`config.mk`:
```
export PLATFORM = sky130hd
export DESIGN_NAME = bpm_strap_mux
export DESIGN_NICKNAME = d
export VERILOG_FILES = /design/src/shared/bpm_pkg.sv /design/src/design/bpm_strap_mux.sv
export VERILOG_INCLUDE_DIRS = /design/src /design/src/shared
export SDC_FILE = /design/constraint.sdc
export NUM_CORES = 1
export LEC_CHECK = 0
export BUFFER_PORTS_ARGS = -buffer_cell sky130_fd_sc_hd__buf_2
export CORE_MARGIN = 4
export CORE_UTILIZATION = 53
export CTS_CLUSTER_SIZE = 30
export DETAILED_ROUTE_END_ITERATION = 10
export GPL_ROUTABILITY_DRIVEN = 0
export MAX_ROUTING_LAYER = met4
export PLACE_DENSITY = 0.93
export RECOVER_POWER = 100
export SETUP_SLACK_MARGIN = 0.2
export SYNTH_ARGS = -nofsm -noshare
export SYNTH_HDL_FRONTEND = slang
export SYNTH_SLANG_ARGS = --single-unit
```
`constraint.sdc`:
```
create_clock -name aclk -period 2.4 [get_ports aclk]
set_input_delay 0.24 -clock aclk [delete_from_list [all_inputs] [get_ports aclk]]
set_output_delay 0.24 -clock aclk [all_outputs]
set_load 0.005 [all_outputs]
```
`src/shared/bpm_defines.svh`:
```
// constants for the strap and pin-function select block
// assumes inclusion by bare name from the design file and the testbench
`ifndef BPM_DEFINES_SVH
`define BPM_DEFINES_SVH

// axi4-lite register byte addresses
`define BPM_ADDR_STRAP     12'h000
`define BPM_ADDR_PRIO      12'h004
`define BPM_ADDR_ARB       12'h008
`define BPM_ADDR_LED       12'h00C
`define BPM_ADDR_FUNCTAB   12'h010

// strap status field positions
`define BPM_ST_MS_LO       0
`define BPM_ST_MS_HI       1
`define BPM_ST_PWR_CLK     2
`define BPM_ST_ARB_DIS     3
`define BPM_ST_SCAN        4

// reset values
`define BPM_PRIO_RST       4'h0
`define BPM_LED_RST        1'b0
// default decode: index {hi,lo}; 2 bits per entry, entry 3 reserved
`define BPM_FUNCTAB_RST    8'hE4

`define BPM_AXI_OKAY       2'b00
`define BPM_AXI_SLVERR     2'b10

`endif

```
`src/shared/bpm_pkg.sv`:
```
// types for the strap and pin-function select block
// assumes bpm_defines.svh sits on the include path
package bpm_pkg;
  typedef enum logic [1:0] {
    BPM_FN_CLKRUN = 2'b00,
    BPM_FN_LOCK   = 2'b01,
    BPM_FN_HOTSWP = 2'b10,
    BPM_FN_NONE   = 2'b11
  } bpm_func_t;

  typedef enum logic [1:0] {
    BPM_ARB_IDLE  = 2'b00,
    BPM_ARB_GRANT = 2'b01,
    BPM_ARB_BUSY  = 2'b10
  } bpm_arb_state_t;

  typedef struct packed {
    logic [3:0] req_n;
    logic       frame_n;
    logic       irdy_n;
  } bpm_sec_bus_t;

  typedef struct packed {
    logic o;
    logic oe_n;
  } bpm_pin_drv_t;
endpackage : bpm_pkg

```
`src/design/bpm_strap_mux.sv`:
```
// strap sampling, multifunction pin select and secondary arbiter
// assumes straps static, all inputs synchronous to aclk
//
// The register addresses and the AXI4-Lite slave port were decided locally.
`timescale 1ns/1ns
`default_nettype none
`include "bpm_defines.svh"

////////////////////////////////////////////////////////////////////////////
// Notes on behaviour
// - mode pin is second mode strap if lo low, else power/clock strap.
// - primary multifunction pin carries exactly one selected function.
// - secondary multifunction pin carries exactly one selected function.
// - arbiter strap low enables internal arbiter over request/grant pins.
// - arbiter strap high disables internal arbiter; external arbiter grants.
// - external mode: request bit 0 is grant in, grant bit 0 request out.
// - external mode: park when granted, bus idle and nothing to initiate.
// - scan/led pin is scan while scan strap low, else led output.
// - four requests, high or low rotating group, one grant at most.
module bpm_strap_mux
  import bpm_pkg::*;
(
  input  wire logic        aclk,
  input  wire logic        aresetn,
  input  wire logic [11:0] s_axi_awaddr,
  input  wire logic        s_axi_awvalid,
  output var  logic        s_axi_awready,
  input  wire logic [31:0] s_axi_wdata,
  input  wire logic [3:0]  s_axi_wstrb,
  input  wire logic        s_axi_wvalid,
  output var  logic        s_axi_wready,
  output var  logic [1:0]  s_axi_bresp,
  output var  logic        s_axi_bvalid,
  input  wire logic        s_axi_bready,
  input  wire logic [11:0] s_axi_araddr,
  input  wire logic        s_axi_arvalid,
  output var  logic        s_axi_arready,
  output var  logic [31:0] s_axi_rdata,
  output var  logic [1:0]  s_axi_rresp,
  output var  logic        s_axi_rvalid,
  input  wire logic        s_axi_rready,
  input  wire logic        mode_select_lo,
  input  wire logic        mode_shared_pin,
  input  wire logic        internal_arbiter_disable_strap,
  input  wire logic        scan_test_mode_n,
  input  wire logic        scan_out_int,
  input  wire logic        own_request,
  input  wire bpm_sec_bus_t sec_bus,
  output var  logic [3:0]  secondary_grant_n,
  output var  logic        own_grant,
  output var  logic        sec_parked,
  output var  bpm_func_t   primary_func,
  output var  bpm_func_t   secondary_func,
  output var  bpm_pin_drv_t scan_led_pin
);

  ////////////////////////////////////////////////////////////////////////
  // strap capture after reset release; straps are static
  logic       strap_ok_r;
  logic [4:0] strap_r;
  always_ff @(posedge aclk) begin
    if (!aresetn) begin
      strap_ok_r <= 1'b0;
      strap_r    <= 5'h10;
    end else if (!strap_ok_r) begin
      strap_ok_r <= 1'b1;
      strap_r    <= {scan_test_mode_n, internal_arbiter_disable_strap,
                     mode_select_lo & mode_shared_pin,
                     ~mode_select_lo & mode_shared_pin,
                     mode_select_lo};
    end
  end
  wire       ms_lo    = strap_r[`BPM_ST_MS_LO];
  wire       ms_hi    = strap_r[`BPM_ST_MS_HI];
  wire       ext_arb  = strap_r[`BPM_ST_ARB_DIS];
  wire       scan_off = strap_r[`BPM_ST_SCAN]; // pulled-up default

  ////////////////////////////////////////////////////////////////////////
  // registers
  logic [3:0] prio_r;
  logic       led_r;
  logic [7:0] functab_r;

  function automatic bpm_func_t tab_pick(input logic [7:0] tab,
                                         input logic [1:0] idx);
    tab_pick = bpm_func_t'(tab[{idx, 1'b0} +: 2]);
  endfunction

  wire [1:0] ms_idx = {ms_hi, ms_lo};
  wire bpm_func_t func_sel = tab_pick(functab_r, ms_idx);

  ////////////////////////////////////////////////////////////////////////
  // pin function outputs; one code drives both pins, so each gets one
  always_ff @(posedge aclk) begin
    if (!aresetn) begin
      primary_func   <= BPM_FN_NONE;
      secondary_func <= BPM_FN_NONE;
      scan_led_pin   <= '{o: 1'b0, oe_n: 1'b1};
    end else begin
      primary_func   <= func_sel;
      secondary_func <= func_sel;
      scan_led_pin   <= '{o: scan_off ? led_r : scan_out_int,
                          oe_n: 1'b0};
    end
  end

  ////////////////////////////////////////////////////////////////////////
  // secondary arbiter
  wire       bus_idle = sec_bus.frame_n & sec_bus.irdy_n;
  wire [3:0] req      = ~sec_bus.req_n;
  wire [3:0] req_hi   = req & prio_r;
  wire [3:0] req_lo   = req & ~prio_r;
  logic [1:0] last_hi_r;
  logic [1:0] last_lo_r;
  bpm_arb_state_t arb_st_r;
  logic [1:0] gnt_idx_r;

  function automatic logic [2:0] rr_pick(input logic [3:0] r,
                                         input logic [1:0] last);
    logic [1:0] k;
    rr_pick = 3'h0;
    for (int i = 1; i <= 4; i++) begin
      k = last + 2'(i);
      if (r[k] && !rr_pick[2]) rr_pick = {1'b1, k};
    end
  endfunction

  wire [2:0] pick_hi = rr_pick(req_hi, last_hi_r);
  wire [2:0] pick_lo = rr_pick(req_lo, last_lo_r);
  wire [2:0] pick    = pick_hi[2] ? pick_hi : pick_lo;
  wire       ext_gnt = ~sec_bus.req_n[0];

  always_ff @(posedge aclk) begin
    if (!aresetn || !strap_ok_r || ext_arb) begin
      arb_st_r  <= BPM_ARB_IDLE;
      gnt_idx_r <= 2'h0;
      last_hi_r <= 2'h3;
      last_lo_r <= 2'h3;
    end else begin
      unique case (arb_st_r)
        BPM_ARB_IDLE: if (pick[2]) begin
          arb_st_r  <= BPM_ARB_GRANT;
          gnt_idx_r <= pick[1:0];
          if (pick_hi[2]) last_hi_r <= pick[1:0];
          else last_lo_r <= pick[1:0];
        end
        BPM_ARB_GRANT: if (!bus_idle) arb_st_r <= BPM_ARB_BUSY;
          else if (!req[gnt_idx_r]) arb_st_r <= BPM_ARB_IDLE;
        BPM_ARB_BUSY: if (bus_idle) arb_st_r <= BPM_ARB_IDLE;
        default: arb_st_r <= BPM_ARB_IDLE;
      endcase
    end
  end

  wire [3:0] int_gnt_n = (arb_st_r == BPM_ARB_GRANT)
                         ? ~(4'h1 << gnt_idx_r) : 4'hF;

  always_ff @(posedge aclk) begin
    if (!aresetn) begin
      secondary_grant_n <= 4'hF;
      own_grant         <= 1'b0;
      sec_parked        <= 1'b0;
    end else if (ext_arb) begin
      secondary_grant_n <= {3'h7, ~own_request};
      own_grant         <= ext_gnt;
      sec_parked        <= ext_gnt & bus_idle & ~own_request;
    end else begin
      secondary_grant_n <= int_gnt_n;
      own_grant         <= 1'b0;
      sec_parked        <= 1'b0;
    end
  end

  ////////////////////////////////////////////////////////////////////////
  // axi4-lite slave; write takes address and data in either order
  logic        aw_got_r, w_got_r;
  logic [11:0] aw_r;
  logic [31:0] w_r;
  wire  [11:0] wa = aw_r;
  wire         wr_go = aw_got_r & w_got_r & ~s_axi_bvalid;
  wire         aw_hs = s_axi_awvalid & s_axi_awready;
  wire         w_hs  = s_axi_wvalid & s_axi_wready;
  wire         aw_got_nxt = ~wr_go & (aw_got_r | aw_hs);
  wire         w_got_nxt  = ~wr_go & (w_got_r | w_hs);
  wire         bvalid_nxt = wr_go | (s_axi_bvalid & ~s_axi_bready);
  wire         wmap = (wa == `BPM_ADDR_PRIO) || (wa == `BPM_ADDR_LED) ||
                      (wa == `BPM_ADDR_FUNCTAB);

  always_ff @(posedge aclk) begin
    if (!aresetn) begin
      aw_got_r <= 1'b0;
      w_got_r  <= 1'b0;
      aw_r     <= 12'h000;
      w_r      <= 32'h0000_0000;
      s_axi_bvalid <= 1'b0;
      s_axi_bresp  <= `BPM_AXI_OKAY;
      prio_r    <= `BPM_PRIO_RST;
      led_r     <= `BPM_LED_RST;
      functab_r <= `BPM_FUNCTAB_RST;
    end else begin
      if (s_axi_awvalid && s_axi_awready) begin
        aw_got_r <= 1'b1;
        aw_r     <= s_axi_awaddr;
      end
      if (s_axi_wvalid && s_axi_wready) begin
        w_got_r <= 1'b1;
        w_r     <= s_axi_wdata;
      end
      if (wr_go) begin
        aw_got_r     <= 1'b0;
        w_got_r      <= 1'b0;
        s_axi_bvalid <= 1'b1;
        s_axi_bresp  <= wmap ? `BPM_AXI_OKAY : `BPM_AXI_SLVERR;
        if (wa == `BPM_ADDR_PRIO)    prio_r    <= w_r[3:0];
        if (wa == `BPM_ADDR_LED)     led_r     <= w_r[0];
        if (wa == `BPM_ADDR_FUNCTAB) functab_r <= w_r[7:0];
      end else if (s_axi_bready) begin
        s_axi_bvalid <= 1'b0;
      end
    end
  end
  // readies are flops so every port leaves a register
  always_ff @(posedge aclk) begin
    if (!aresetn) begin
      s_axi_awready <= 1'b1;
      s_axi_wready  <= 1'b1;
    end else begin
      s_axi_awready <= ~aw_got_nxt & ~bvalid_nxt;
      s_axi_wready  <= ~w_got_nxt & ~bvalid_nxt;
    end
  end

  wire [31:0] rd_mux =
    (s_axi_araddr == `BPM_ADDR_STRAP)   ? {27'h0, strap_r} :
    (s_axi_araddr == `BPM_ADDR_PRIO)    ? {28'h0, prio_r} :
    (s_axi_araddr == `BPM_ADDR_ARB)     ? {24'h0, own_grant, sec_parked,
                                           secondary_grant_n, arb_st_r} :
    (s_axi_araddr == `BPM_ADDR_LED)     ? {31'h0, led_r} :
    (s_axi_araddr == `BPM_ADDR_FUNCTAB) ? {24'h0, functab_r} :
                                          32'h0000_0000;
  wire rmap = (s_axi_araddr <= `BPM_ADDR_FUNCTAB) &&
              (s_axi_araddr[1:0] == 2'b00);

  always_ff @(posedge aclk) begin
    if (!aresetn) begin
      s_axi_rvalid <= 1'b0;
      s_axi_rdata  <= 32'h0000_0000;
      s_axi_rresp  <= `BPM_AXI_OKAY;
    end else if (s_axi_arvalid && s_axi_arready) begin
      s_axi_rvalid <= 1'b1;
      s_axi_rdata  <= rd_mux;
      s_axi_rresp  <= rmap ? `BPM_AXI_OKAY : `BPM_AXI_SLVERR;
    end else if (s_axi_rready) begin
      s_axi_rvalid <= 1'b0;
    end
  end
  wire rvalid_nxt = (s_axi_arvalid & s_axi_arready) |
                    (s_axi_rvalid & ~s_axi_rready);
  always_ff @(posedge aclk) begin
    if (!aresetn) begin
      s_axi_arready <= 1'b1;
    end else begin
      s_axi_arready <= ~rvalid_nxt;
    end
  end

endmodule : bpm_strap_mux
`default_nettype wire

```
### Yosys cells after proc, flatten, opt, wreduce, memory -nomap -nowiden

Cells that the tools add are included.

* register bits: 100
* bits of input ports: 79
* output and inout port bits: 53
* logic and storage cells: 182

* multiplexer cells: 48
* shifts and indexed selects: 2
* add/subtract/negate cells: 6
* magnitude comparators: 10
* reductions and logical operators: 37
* eq/ne operators: 12
* bitwise logic cells: 39

Operators with widths (count)
* $mux 8: 5
* $eq 12x4->1 const B: 3
* $lt 2x3->1 const B: 9
* $mux 3: 9
* $eq 12x3->1 const B: 2
* $eq 12x5->1 const B: 2
* $bmux 1 s2: 9
* $mux 1: 18
* $and 1x1->1: 16
* $not 1->1: 14
* $le 12x5->1 const B: 1
* $logic_not 12->1: 1
* $mux 2: 6
* $not 4->4: 3
* $logic_and 1x1->1: 10
* $reduce_and 2->1: 5
* $reduce_and 3->1: 3
* $add 2x2->2 const B: 4
* $and 4x4->4: 2
* $logic_not 1->1: 8
* $shiftx 8x4->2: 1
* $pmux 2 s3: 1
* $add 2x1->2 const B: 2
* $logic_not 2->1: 2
* 10 further kinds: 18

### Logic depth before layout (Yosys ltp)

* depth in word-level cells: 17
* mapped depth: 6
* depth with buffers taken out: 5

### Worst setup path before layout

OpenSTA, ideal clock, no wires.

* path kind: reg2reg
* start point: register aw_r[0]
* end point: register prio_r[1]
* setup slack: 0.911 ns
* data arrival time: 1.361 ns
* library setup time: 0.128 ns
* stages on the path, launching flop included: 6
* data required time: 2.272 ns
* period minus slack after synthesis: 1.489 ns
* path buffers: 0
* cells stage by stage: dfxtp_1 > nor4_4 > nand4_4 > nor3_4 > mux2i_1 > nor2_1

* word-level cells in the longest chain between the ends: 2

Ends and longest elaborated chain
* start: declaration: line bpm_strap_mux.sv:177 `logic [11:0] aw_r;`
* start signal: assignment: line bpm_strap_mux.sv:203 `aw_r <= s_axi_awaddr;`
* $eq 12x3->1 (no line)
* $reduce_and 2->1 (no line)
* end signal: assignment: line bpm_strap_mux.sv:197 `` prio_r <= `BPM_PRIO_RST; ``
* end signal: assignment: line bpm_strap_mux.sv:214 `` if (wa == `BPM_ADDR_PRIO) prio_r <= w_r[3:0]; ``
* end: declaration: line bpm_strap_mux.sv:80 `logic [3:0] prio_r;`

Every way passes these cells.
A chain may end at the register's enable or synchronous reset.

### Worst setup path after layout

* start point: register s_axi_bvalid
* end point: register functab_r[6]

* word-level cells in the longest chain between the ends: 3

Ends and longest elaborated chain
* start: declaration: line bpm_strap_mux.sv:33 `output var logic s_axi_bvalid,`
* start signal: assignment: line bpm_strap_mux.sv:195 `s_axi_bvalid <= 1'b0;`
* start signal: assignment: line bpm_strap_mux.sv:212 `s_axi_bvalid <= 1'b1;`
* start signal: assignment: line bpm_strap_mux.sv:218 `s_axi_bvalid <= 1'b0;`
* $not 1->1: line bpm_strap_mux.sv:180 `wire wr_go = aw_got_r & w_got_r & ~s_axi_bvalid;`
* $and 1x1->1: line bpm_strap_mux.sv:180
* $reduce_and 2->1 (no line)
* end signal: assignment: line bpm_strap_mux.sv:199 `` functab_r <= `BPM_FUNCTAB_RST; ``
* end signal: assignment: line bpm_strap_mux.sv:216 `` if (wa == `BPM_ADDR_FUNCTAB) functab_r <= w_r[7:0]; ``
* end: declaration: line bpm_strap_mux.sv:82 `logic [7:0] functab_r;`

Every way passes these cells.

==> flow_metrics.env <==
export IMPL_cts_hold_buf=0
export IMPL_insertion_delay_ns=0.35
export IMPL_ys_seq_elements=74
export IMPL_cts_buffers_inserted=9
export IMPL_grt_max_degree=40
export IMPL_drc_errors=0
export IMPL_die_height_um=89.33
export IMPL_yosysTopAreaCellShare_pct=42.26
export IMPL_multiInputGateArea_mm2=0.001762
export IMPL_io_buffers=77
export IMPL_cp_required_ns=2.59
export IMPL_drt_iter0_drc=240
export IMPL_drt_total_wl_mm=8.240
export IMPL_fin_nets=561
export IMPL_grt_pass1_wl_mm=12.92
export IMPL_synth_mux_area_share_pct=6.781
export IMPL_start_kind="register"
export IMPL_gr_usage_all_layers_pct=21.45
export IMPL_synthSimpleGateAreaFrac_pct=24.38
export IMPL_rsz0062_at_grt="no"
export IMPL_die_area_mm2=0.007980
export IMPL_crit_buf_inv=0
export IMPL_fin_crit_ns=1.919
export IMPL_ctsResizeCount=0
export IMPL_synthArstFlopShare_pct=0
export IMPL_die_x_um=89.33
export IMPL_cp_end_kind="register"
export IMPL_synthFlopType="dfxtp_1"
export IMPL_critPathKind="register to register"
export IMPL_num_vias=3160
export IMPL_drive_gt1_share_pct=17.25
export IMPL_cts_buffer_depth=2
export IMPL_seq_area_frac_synth_pct=42.26
export IMPL_synth_fa_ha_area_share_pct=0
export IMPL_drv_cap=1
export IMPL_h_tree_depth=3
export IMPL_ys_warn_count=0
export IMPL_clk_pin_slew_worst_paths_ns=0.08
export IMPL_cellPowerDensity_mw_per_mm2=633.5
export IMPL_synth_cell_types=54
export IMPL_root_buffer="clkbuf_8"
export IMPL_start_util_pct=54.90
export IMPL_critPathMaxFanout=9
export IMPL_arrival_ns=2.11
export IMPL_synth_xor_area_share_pct=0
export IMPL_fill_cells=542
export IMPL_post_cts_buffers=0
export IMPL_first_pass_iters=5
export IMPL_synthCells=414
export IMPL_hold_viol=0
export IMPL_postRouteAntennaNets=0
export IMPL_slew_headroom_pct=-10.67
export IMPL_vias_per_cell=5.603
export IMPL_slowest_delay_ns=0.52
export IMPL_cts_tree="built"
export IMPL_timing_fmax_mhz=521.0
export IMPL_regArea_mm2=0.001481
export IMPL_finalSetupViolCount=0
export IMPL_grt_pass1_vias=2791
export IMPL_violations="max-capacitance violations, max-slew violations"
export IMPL_timing_rr_start="s_axi_bvalid"
export IMPL_hold_path_class="input pin to register"
export IMPL_critPathLaunch="s_axi_bvalid"
export IMPL_rows=29
export IMPL_leakage_nw=1.561
export IMPL_avgRoutedWirePerCell_um=14.61
export IMPL_final_setup_skew_ns=0.01031
export IMPL_syn_to_final_growth_pct=11.38
export IMPL_avgSynthCellArea_um2=8.468
export IMPL_hold_ws_ns=0.1062
export IMPL_antennaDiodeCount=0
export IMPL_cp_slowest_cell="nor2_1"
export IMPL_tns_ns=0
export IMPL_finalMaxSlewViolations=40
export IMPL_synth_top_cells_by_count="dfxtp_1 (74), nand2_1 (68), a21oi_1 (40)"
export IMPL_synth_top_area_cell="dfxtp_1"
export IMPL_crit_chain="and3b_1 > nand4_4 > nor2_1 > mux2i_1 > nand2_1"
export IMPL_min_from="own_request"
export IMPL_antenna_found_initial=0
export IMPL_num_io_pins=132
export IMPL_ir_drop_uv=505.9
export IMPL_fin_crit_sh_pct=79.97
export IMPL_place_hpwl_mm=6.145
export IMPL_synth_area_leaders="dfxtp_1 (42%), nand2_1 (7.3%), buf_4 (6.2%)"
export IMPL_grt_overflow=0
export IMPL_status="complete, but fails checks"
export IMPL_clock_sinks=74
export IMPL_synth_edf_count=0
export IMPL_cp_top_family="simple AND/OR/NAND/NOR gates"
export IMPL_synth_compound_area_share_pct=17.13
export IMPL_synth_top_family_by_area="simple AND/OR/NAND/NOR gates"
export IMPL_syn_area_mm2=0.003506
export IMPL_core_area_mm2=0.006386
export IMPL_worstMarginPinSlew_ns=1.660
export IMPL_synth_most_common_cell="dfxtp_1"
placed cells by master, fill, tap and decap left out, drive strengths merged, types with 2 or more instances in the layout:
| master | instances |
|---|---|
| a32oi | 3 |
| and2 | 3 |
| o41ai | 2 |
| dfxtp | 74 |
| nor4 | 5 |
| nor2b | 9 |
| o21ai | 28 |
| inv | 7 |
| nand2b | 8 |
| a221oi | 4 |
| a21oi | 40 |
| a22oi | 3 |
| nand4 | 4 |
| a31oi | 2 |
| nand2 | 68 |
| nand3 | 5 |
| clkbuf | 28 |
| o22ai | 3 |
| mux4 | 3 |
| or3 | 2 |
| nor2 | 39 |
| buf | 60 |
| nand3b | 6 |
| nor3 | 11 |
| conb | 26 |
| clkinv | 4 |
| o21a | 2 |
| o211ai | 2 |
| nor3b | 3 |
| a2111oi | 2 |
| mux2i | 17 |
power by group:
part | internal (W) | switching, W
clock | 0.000381 | 0.000474
combinational | 0.000118 | 0.000164
sequential | 0.00129 | 0.0000494
total | 0.00179 | 0.000688
layer usage:
metal / part of all wire (%) / GRT usage, % / wire length, um
met1: 43 / 26.95 / 3513
met2: 47 / 33.42 / 3858
met3: 8.6 / 6.359 / 712
met4: 1.9 / 6.360 / 156
met5: 0 / - / 0
cells by family (layout without fill, tap and decap cells):
family / count (synthesis) / in the layout
AND/OR/NAND/NOR: 167 / 167
AO/OA/AOI/OAI: 100 / 100
flip-flops: 74 / 74
buffers and inverters: 52 / 100
multiplexers: 20 / 20
other: 1 / 26
path summary, 6_finish.rpt:
path | to | slack (ns) | depth (start not counted)
worst max-delay path | functab_r[6] | 0.48 | 5
worst min-delay path | sec_parked | 0.11 | 2
worst max register to register | functab_r[6] | 0.48 | 5
worst min register to register | s_axi_rdata[0] | 0.46 | 2
registers in the layout (all words and copies together) (netlist names), 2 cells and up:
signal	count
aw_r	12
functab_r	8
s_axi_rdata	8
w_r	8
strap_r	5
prio_r	4
secondary_grant_n	4
arb_st_r	2
gnt_idx_r	2
last_hi_r	2
last_lo_r	2
scan_led_pin	2
secondary_func	2
layout make-up:
cell class | instances | share of cell area [%]
clock buffers | 9 | 3.172
clock inverters | 7 | 1.346
inverters | 5 | 0.4806
multi-input cells | 313 | 45.11
flip-flops and latches | 74 | 37.94
well taps | 77 | 2.467
repair buffers | 79 | 9.484
per-stage QoR:
step / setup slack (ns) / instances / util (%) / total power, W / cell area (um^2)
finish: 0.4807 / 564 / 61.15 / 0.002474 / 3905
global placement: 0.7666 / 548 / 59.31 / 0.001637 / 3787
floorplan: 0.9111 / 439 / - / 0.001572 / 3600
detailed placement: 0.6615 / 548 / 59.31 / 0.001650 / 3787
CTS: 0.6622 / 564 / 62.07 / 0.002495 / 3964
global route: 0.3068 / 564 / 61.15 / 0.002591 / 3905
(Power assumes the default switching activity.)
